`src/pkg/lcrb_defs.svh`:
```
// constants for the line control register bank
`ifndef LCRB_DEFS_SVH
`define LCRB_DEFS_SVH
`define LCRB_NUM_LINES     16
`define LCRB_WORD_W        16
`define LCRB_SRC_W         3
`define LCRB_SRC_PARAM     3'h2
`define LCRB_SRC_ACTIVE    3'h5
`define LCRB_SRC_BRK       3'h6
`define LCRB_FMT_LSB       0
`define LCRB_FMT_MSB       5
`define LCRB_RXRATE_LSB    6
`define LCRB_RXRATE_MSB    9
`define LCRB_TXRATE_LSB    10
`define LCRB_TXRATE_MSB    13
`define LCRB_HALF_DUPLEX   14
`define LCRB_AUTO_ECHO     15
`define LCRB_WORD_RST      16'h0000
`define LCRB_LINES_RST     16'h0000
`define LCRB_SERIAL_IDLE   1'b1
`endif

```
`src/pkg/lcrb_pkg.sv`:
```
// types for the line control register bank
package lcrb_pkg;
  typedef logic [15:0] lcrb_word_t;
  typedef logic [3:0]  lcrb_line_t;
  typedef enum logic [2:0] {
    LCRB_SRC_PARAM  = 3'h2,
    LCRB_SRC_ACTIVE = 3'h5,
    LCRB_SRC_BRK    = 3'h6
  } lcrb_src_e;
endpackage : lcrb_pkg

```
`src/rtl/lcrb_line_ctl.sv`:
```
// per-line loopback, duplex, break gating and line parameter registers
// Function
// - with the maintenance loop bit set each line's transmit serial feeds its own receiver.
// - with the maintenance loop bit clear each receiver is fed from the duplex control path.
// - in full duplex with the maintenance loop bit clear the incoming line data reaches the receiver at all times.
// - in half duplex with the maintenance loop bit clear a line whose transmitter is busy presents idle high to its receiver.
// - incoming line data is inverted once more before it reaches the receiver.
// - the loopback and duplex selection is repeated independently for all sixteen lines.
// - the parameter load strobe loads all sixteen parameter bits, and reads return them.
// - parameter bits 0 to 5 set character length, stop bits and parity of the selected line.
// - parameter bits 6 to 9 set the receive rate of the selected line.
// - parameter bits 10 to 13 set the transmit rate of the selected line.
// - parameter bits 14 and 15 set half duplex and auto echo of the selected line.
// - the active load strobe loads both bytes of the transmit-active register together.
// - each transmit-active bit is readable and drives the scanner's active flag for its line.
// - the break load strobe loads all sixteen break bits, and reads return them.
// - each transmit pin is the transmit serial data gated by the inverse of its break bit.
// - host address bits 1 to 3 select which register drives the read data.
`timescale 1ns/10ps
`include "lcrb_defs.svh"

module lcrb_line_ctl #(
  parameter int NUM_LINES = `LCRB_NUM_LINES
) (
  // clock and reset
  input  wire logic                     clk_i,
  input  wire logic                     rst_i,
  // host register access
  input  wire lcrb_pkg::lcrb_word_t     host_data_buffered_i,
  input  wire logic                     param_load_strobe_i,
  input  wire logic                     active_load_strobe_i,
  input  wire logic                     brk_load_strobe_i,
  input  wire logic                     rd_en_i,
  input  wire logic [2:0]               rd_addr_i,
  output logic [15:0]                   rd_data_o,
  // system control inputs
  input  wire logic                     maintenance_loop_bit_i,
  input  wire lcrb_pkg::lcrb_line_t     line_sel_i,
  // selected line parameters
  output logic [5:0]                    char_format_o,
  output logic [3:0]                    rx_rate_o,
  output logic [3:0]                    tx_rate_o,
  output logic                          auto_echo_o,
  // transmitter scanner
  output logic [NUM_LINES-1:0]          line_active_o,
  // serial lines
  input  wire logic [NUM_LINES-1:0]     line_tx_serial_i,
  input  wire logic [NUM_LINES-1:0]     tx_char_done_i,
  input  wire logic [NUM_LINES-1:0]     line_rx_pin_i,
  output logic [NUM_LINES-1:0]          line_rx_serial_o,
  output logic [NUM_LINES-1:0]          line_tx_pin_o,
  output logic [NUM_LINES-1:0]          half_duplex_o,
  output logic [NUM_LINES-1:0]          auto_echo_lines_o
);
  import lcrb_pkg::*;

  lcrb_word_t           line_param_reg_q;
  logic [7:0]           active_lo_q;
  logic [7:0]           active_hi_q;
  lcrb_word_t           active_q;
  lcrb_word_t           break_ctl_reg_q;
  lcrb_word_t           line_cfg_q [NUM_LINES];
  lcrb_word_t           rd_data_d;
  lcrb_word_t           sel_cfg;
  logic [NUM_LINES-1:0] half_dup;
  logic [NUM_LINES-1:0] echo;

  // field pick-outs of one stored parameter word
  function automatic logic [5:0] fmt_field(input lcrb_word_t w);
    return w[`LCRB_FMT_MSB:`LCRB_FMT_LSB];
  endfunction : fmt_field

  function automatic logic [3:0] rx_rate_field(input lcrb_word_t w);
    return w[`LCRB_RXRATE_MSB:`LCRB_RXRATE_LSB];
  endfunction : rx_rate_field

  function automatic logic [3:0] tx_rate_field(input lcrb_word_t w);
    return w[`LCRB_TXRATE_MSB:`LCRB_TXRATE_LSB];
  endfunction : tx_rate_field

  function automatic logic half_dup_field(input lcrb_word_t w);
    return w[`LCRB_HALF_DUPLEX];
  endfunction : half_dup_field

  function automatic logic echo_field(input lcrb_word_t w);
    return w[`LCRB_AUTO_ECHO];
  endfunction : echo_field

  // parameter register as the host reads it back
  always_ff @(posedge clk_i) begin
    if (rst_i) begin
      line_param_reg_q <= `LCRB_WORD_RST;
    end else if (param_load_strobe_i) begin
      line_param_reg_q <= host_data_buffered_i;
    end
  end

  // per-line copy taken for the selected line
  always_ff @(posedge clk_i) begin
    if (rst_i) begin
      for (int i = 0; i < NUM_LINES; i++) begin
        line_cfg_q[i] <= `LCRB_WORD_RST;
      end
    end else if (param_load_strobe_i) begin
      line_cfg_q[line_sel_i] <= host_data_buffered_i;
    end
  end

  // transmit-active register: two byte halves clocked by the one strobe
  always_ff @(posedge clk_i) begin
    if (rst_i) begin
      active_lo_q <= 8'(`LCRB_WORD_RST);
    end else if (active_load_strobe_i) begin
      active_lo_q <= host_data_buffered_i[7:0];
    end
  end

  always_ff @(posedge clk_i) begin
    if (rst_i) begin
      active_hi_q <= 8'(`LCRB_WORD_RST >> 8);
    end else if (active_load_strobe_i) begin
      active_hi_q <= host_data_buffered_i[15:8];
    end
  end

  always_comb begin
    active_q = {active_hi_q, active_lo_q};
  end

  // break control register
  always_ff @(posedge clk_i) begin
    if (rst_i) begin
      break_ctl_reg_q <= `LCRB_WORD_RST;
    end else if (brk_load_strobe_i) begin
      break_ctl_reg_q <= host_data_buffered_i;
    end
  end

  // read multiplexer, selected by address bits 1 to 3
  always_comb begin
    rd_data_d = `LCRB_WORD_RST;
    unique case (rd_addr_i)
      `LCRB_SRC_PARAM:  rd_data_d = line_param_reg_q;
      `LCRB_SRC_ACTIVE: rd_data_d = active_q;
      `LCRB_SRC_BRK:    rd_data_d = break_ctl_reg_q;
      default:          rd_data_d = `LCRB_WORD_RST;
    endcase
  end

  // read data holds between reads so the host sees a steady word
  always_ff @(posedge clk_i) begin
    if (rst_i) begin
      rd_data_o <= `LCRB_WORD_RST;
    end else if (rd_en_i) begin
      rd_data_o <= rd_data_d;
    end
  end

  // fields of the line chosen by the selection field
  always_comb begin
    sel_cfg = line_cfg_q[line_sel_i];
  end

  // character format of the selected line
  always_ff @(posedge clk_i) begin
    if (rst_i) begin
      char_format_o <= 6'(`LCRB_WORD_RST);
    end else begin
      char_format_o <= fmt_field(sel_cfg);
    end
  end

  // receive rate of the selected line
  always_ff @(posedge clk_i) begin
    if (rst_i) begin
      rx_rate_o <= 4'(`LCRB_WORD_RST);
    end else begin
      rx_rate_o <= rx_rate_field(sel_cfg);
    end
  end

  // transmit rate of the selected line
  always_ff @(posedge clk_i) begin
    if (rst_i) begin
      tx_rate_o <= 4'(`LCRB_WORD_RST);
    end else begin
      tx_rate_o <= tx_rate_field(sel_cfg);
    end
  end

  // auto echo of the selected line
  always_ff @(posedge clk_i) begin
    if (rst_i) begin
      auto_echo_o <= 1'(`LCRB_WORD_RST);
    end else begin
      auto_echo_o <= echo_field(sel_cfg);
    end
  end

  // per-line duplex and echo bits
  always_comb begin
    for (int i = 0; i < NUM_LINES; i++) begin
      half_dup[i] = half_dup_field(line_cfg_q[i]);
      echo[i]     = echo_field(line_cfg_q[i]);
    end
  end

  assign line_active_o = active_q[NUM_LINES-1:0];

  // one identical slice of routing per line
  for (genvar g = 0; g < NUM_LINES; g++) begin : g_line
    lcrb_line_slice #(
      .IDLE_LEVEL (`LCRB_SERIAL_IDLE)
    ) u_slice (
      .clk_i       (clk_i),
      .rst_i       (rst_i),
      .loop_i      (maintenance_loop_bit_i),
      .half_dup_i  (half_dup[g]),
      .echo_i      (echo[g]),
      .brk_i       (break_ctl_reg_q[g]),
      .char_done_i (tx_char_done_i[g]),
      .tx_serial_i (line_tx_serial_i[g]),
      .rx_pin_i    (line_rx_pin_i[g]),
      .rx_serial_o (line_rx_serial_o[g]),
      .tx_pin_o    (line_tx_pin_o[g]),
      .half_dup_o  (half_duplex_o[g]),
      .echo_o      (auto_echo_lines_o[g])
    );
  end

endmodule : lcrb_line_ctl

// one line's loopback, duplex blinding, break gating and registered pins
module lcrb_line_slice #(
  parameter logic IDLE_LEVEL = `LCRB_SERIAL_IDLE
) (
  // clock and reset
  input  wire logic clk_i,
  input  wire logic rst_i,
  // line settings
  input  wire logic loop_i,
  input  wire logic half_dup_i,
  input  wire logic echo_i,
  input  wire logic brk_i,
  // serial data
  input  wire logic char_done_i,
  input  wire logic tx_serial_i,
  input  wire logic rx_pin_i,
  output logic      rx_serial_o,
  output logic      tx_pin_o,
  // registered settings
  output logic      half_dup_o,
  output logic      echo_o
);
  import lcrb_pkg::*;

  logic blind_n;
  logic restored;
  logic duplex_path;
  logic rx_serial_d;
  logic tx_pin_d;

  // low while a half-duplex transmitter is mid-character
  assign blind_n = !(half_dup_i && !char_done_i);

  // second inversion undoes the one made by the conversion panel
  assign restored    = ~rx_pin_i;
  assign duplex_path = blind_n ? restored : IDLE_LEVEL;

  assign rx_serial_d = loop_i ? tx_serial_i : duplex_path;

  // a set break bit holds the pin spacing
  assign tx_pin_d = tx_serial_i & ~brk_i;

  // receiver input is registered, one clock behind its sources
  always_ff @(posedge clk_i) begin
    if (rst_i) begin
      rx_serial_o <= IDLE_LEVEL;
    end else begin
      rx_serial_o <= rx_serial_d;
    end
  end

  always_ff @(posedge clk_i) begin
    if (rst_i) begin
      tx_pin_o <= IDLE_LEVEL;
    end else begin
      tx_pin_o <= tx_pin_d;
    end
  end

  always_ff @(posedge clk_i) begin
    if (rst_i) begin
      half_dup_o <= 1'(`LCRB_LINES_RST);
    end else begin
      half_dup_o <= half_dup_i;
    end
  end

  always_ff @(posedge clk_i) begin
    if (rst_i) begin
      echo_o <= 1'(`LCRB_LINES_RST);
    end else begin
      echo_o <= echo_i;
    end
  end

endmodule : lcrb_line_slice

```
`config.mk`:
```
export PLATFORM = sky130hd
export DESIGN_NAME = lcrb_line_ctl
export DESIGN_NICKNAME = d
export VERILOG_FILES = /design/src/pkg/lcrb_pkg.sv /design/src/rtl/lcrb_line_ctl.sv
export VERILOG_INCLUDE_DIRS = /design/src /design/src/pkg
export SDC_FILE = /design/constraint.sdc
export NUM_CORES = 1
export LEC_CHECK = 0
export ABC_AREA = 1
export BUFFER_PORTS_ARGS = -buffer_cell sky130_fd_sc_hd__buf_4
export CAP_MARGIN = 10
export CORE_UTILIZATION = 55
export DETAILED_ROUTE_END_ITERATION = 7
export PLACE_DENSITY_LB_ADDON = 0.25
export SLEW_MARGIN = 40
export SYNTH_ARGS = -nofsm -noshare
export SYNTH_HDL_FRONTEND = slang
export SYNTH_HIERARCHICAL = 1
export SYNTH_SLANG_ARGS = --single-unit
```
`constraint.sdc`:
```
create_clock -name clk_i -period 4.3 [get_ports clk_i]
set_clock_uncertainty 0.1 [all_clocks]
set_input_delay 0.86 -clock clk_i [delete_from_list [all_inputs] [get_ports clk_i]]
set_output_delay 0.86 -clock clk_i [all_outputs]
set_load 0.01 [all_outputs]
```
==> flow_summary.yaml <==
status:
  run_status: "complete, no violations"
sta:
  final.period_utilization_pct: 63.0
  finalHoldViolCount: 0
  worstMarginPinSlew_ns: 0.820
  maxClockFrequency_mhz: 369
  timing.final.max_slew_violations: 0
  finalSetupViolations: 0
  hold_slack_ns: 0.366
  rsz0062_at_grt: "no"
  timing.max_slew.rel_slack_pct: 45.3
  tns_ns: 0
  finalWorstPathRequiredPeriod_ns: 2.71
clocking:
  postCtsResizedCells: 0
  clkSlewWorstSetupHoldPaths_ns: 0.06
  buffer_depth_of_the_longest_clock_path: 3
  tritoncts: "done"
  clkSinkCount: 399
  h-tree-depth: 2
  holdBufCountCts: 0
  postCtsSetupBuffers: 0
  clk_latency_ns: 0.53
  clockRootBuffer: "clkbuf_16"
  cts_buffers: 41
synthesis:
  dominantRegCellSynth: "edfxtp_1"
  synth.area.top_cells: "edfxtp_1 (46%), nand2_1 (17%), dfxtp_1 (17%), nor2_1 (7.1%), a21oi_1 (2.4%)"
  netlist_instances: 1906
  ys_warn_count: 6
  synth.yosys.seq_area_share_pct: 63.1
  synth_cell_type_count: 22
  ys_seq_elements: 399
  postSynth.asyncResetShare_pct: 0
  netlist_top_cells_count: "nand2_1 (776), nor2_1 (318), edfxtp_1 (256)"
  post_synth.cell_area_avg_um2: 8.77
  post_synth_edffs: 256
  library_cell_occupying_the_most_area_in_the_post_synthesis_netlist: "edfxtp_1"
  postSynthNetCount: 1984
  mappedNetlistArea_um2: 16700
  synth_top_area_share_pct: 46.0
  synth.most_common_cell: "nand2_1"
pwr:
  pwr-share-clk_pct: 39.7
  power.ir.vdd_worst_mv: 0.294
  cell_area_power_density_nw_per_um2: 443
  power.sequential.fraction_pct: 50.8
  switching_share_of_total_power_pct: 24.1
  power_switching_mw: 2.08
  p_comb_share_pct: 9.5
  total_leakage_power_nw: 8.97
  intPower_mw: 6.56
grt:
  maximum_number_of_pins_on_one_net_before_global_route_repair: 121
  number_of_global_route_vias_before_repair: 12500
  global_route_wire_length_before_repair_um: 71000
  globalRouteOverflowTotal: 0
  groute.usage.overall_pct: 30.3
  antenna_found_initial: 1
placed_design:
  dp_hpwl_um: 29700
  port_buffer_count: 188
  detailed_place.area_um2: 18300
  place_congestion: 0.872
flow_run:
  max_cap_viol_count: 0
route:
  drt_iter0_markers: 1428
  drt_pre_antenna_iters: 6
  wl_um: 47400
  avgRoutedWirePerCell_um: 19.2
  detail_route.vias_per_cell: 5.48
  antenna_left: 0
  routed_vias: 13500
  route.detailed.drc: 0
layout:
  fin_nets: 2127
  area_delta_synth_final_pct: 16.8
  layout.filler_cells: 2409
  final_layout_size_suffix_gt1_share_pct: 14.7
  antenna_cells_inserted: 0
  postLayoutCoreUtil_pct: 65.5
  fin_area_um2: 19500
setup_path:
  worst_setup_path_start_kind: "primary input"
  cpMaxStageDelayCell: "nand2_1"
  beginning_of_the_worst_register_to_register_path: "line_cfg_q[12][2]"
  crit_chain: "buf_4 > inv_4 > nor3_4 > nand2_2 > nand2_1"
  critPathArrivalTime_ns: 2.76
  critical-path-top-delay-family: "simple AND/OR/NAND/NOR gates"
  critical_path.max_fanout: 33
  kind_of_critical_path: "in2reg"
  timing.critical_path.required_ns: 4.35
  crit_path_max_incr_delay_ns: 0.64
  critical_path.endpoint_type: "flop"
  crit_path_from: "line_sel_i[0]"
  cp.buffers_inverters: 2
floorplanning:
  chip_height_um: 176
  rows: 63
  core_um2: 29800
  die_w_um: 176
  boundaryPins: 189
  start_util_pct: 56.1
  design.die.area_um2: 31100
worst_hold_path:
  hp-start: "rd_data_o[0]"
  holdCritPathClass: "reg2reg"
## sequential cells by signal, indices dropped and copies added (netlist names), 16 cells and up
name	cells
g_line.u_slice/tx_pin_o	16
g_line.u_slice/echo_o	16
g_line.u_slice/rx_serial_o	16
g_line.u_slice/half_dup_o	16
rd_data_o	16
line_cfg_q	256
line_param_reg_q	16
break_ctl_reg_q	16
## worst paths after layout
check / slack, ns / depth (start not counted) / to
hold / removal: 0.37 / 2 / rd_data_o[0]
setup reg to reg: 2.92 / 8 / char_format_o[2]
setup / recovery: 1.59 / 5 / line_cfg_q[9][0]
hold reg to reg: 0.37 / 2 / rd_data_o[0]
## layout make-up
| cell class | instances | area, µm² | area share, % |
|---|---|---|---|
| Tap cell | 390 | 488 | 2.50 |
| Clock buffer | 60 | 1130 | 5.79 |
| Inverter | 106 | 415 | 2.13 |
| Multi-Input combinational cell | 1296 | 5260 | 26.9 |
| Sequential cell | 399 | 10600 | 54.0 |
| Clock inverter | 13 | 135 | 0.692 |
| Timing Repair Buffer | 205 | 1550 | 7.92 |
## logic make-up after synthesis
group | count (synthesis) | share of synthesized area [%]
and+or+nand+nor | 1152 | 26.9
AOI/OAI and AO/OA | 144 | 4.55
buffers and inverters | 211 | 5.47
DFF | 399 | 63.1
## tightest hold or removal path, stage by stage, from the launching register on
cell and delay (ns):
dfxtp_1 0.31, nand2_1 0.06, a21oi_1 0.05
## power by group through the flow
stage | Combinational (mW) | Sequential (mW) | Clock [mW]
after floorplan | 0.428 | 4.47 | 0
after global placement | 0.792 | 4.46 | 0
after detailed placement | 0.806 | 4.47 | 0
after CTS | 0.811 | 4.39 | 3.44
after global routing | 0.891 | 4.41 | 3.60
final | 0.820 | 4.39 | 3.43
## per-stage QoR
step / cells / setup WS [ns] / power (mW)
2_1_floorplan: 1906 / 1.81 / 4.90
3_3_place_gp: 2396 / 1.13 / 5.26
3_5_place_dp: 2396 / 1.12 / 5.28
4_1_cts: 2469 / 1.66 / 8.65
5_1_grt: 2469 / 1.51 / 8.90
6_report: 2469 / 1.59 / 8.64
## cell usage in the layout, fill, tap and decap left out, drive strengths merged
cell	synthesis	routed
nor3	4	4
dfxtp	143	143
buf	61	205
o21ai	48	48
nand3	16	16
clkinv	16	22
bufinv	0	3
nor2	323	323
nand4	16	16
edfxtp	256	256
inv	90	94
o21bai	16	16
a21oi	80	80
clkbuf	44	60
nand2	793	793
## routing by layer
metal	GRT usage, %	vias up	share of wire, %
met5	0	-	0.019
met4	9.81	2	3.0
met3	4.91	83	10
met2	48.5	753	47
met1	42.2	6385	39
li1	-	6315	-
Note: power is estimated with default switching activity, not from simulation.
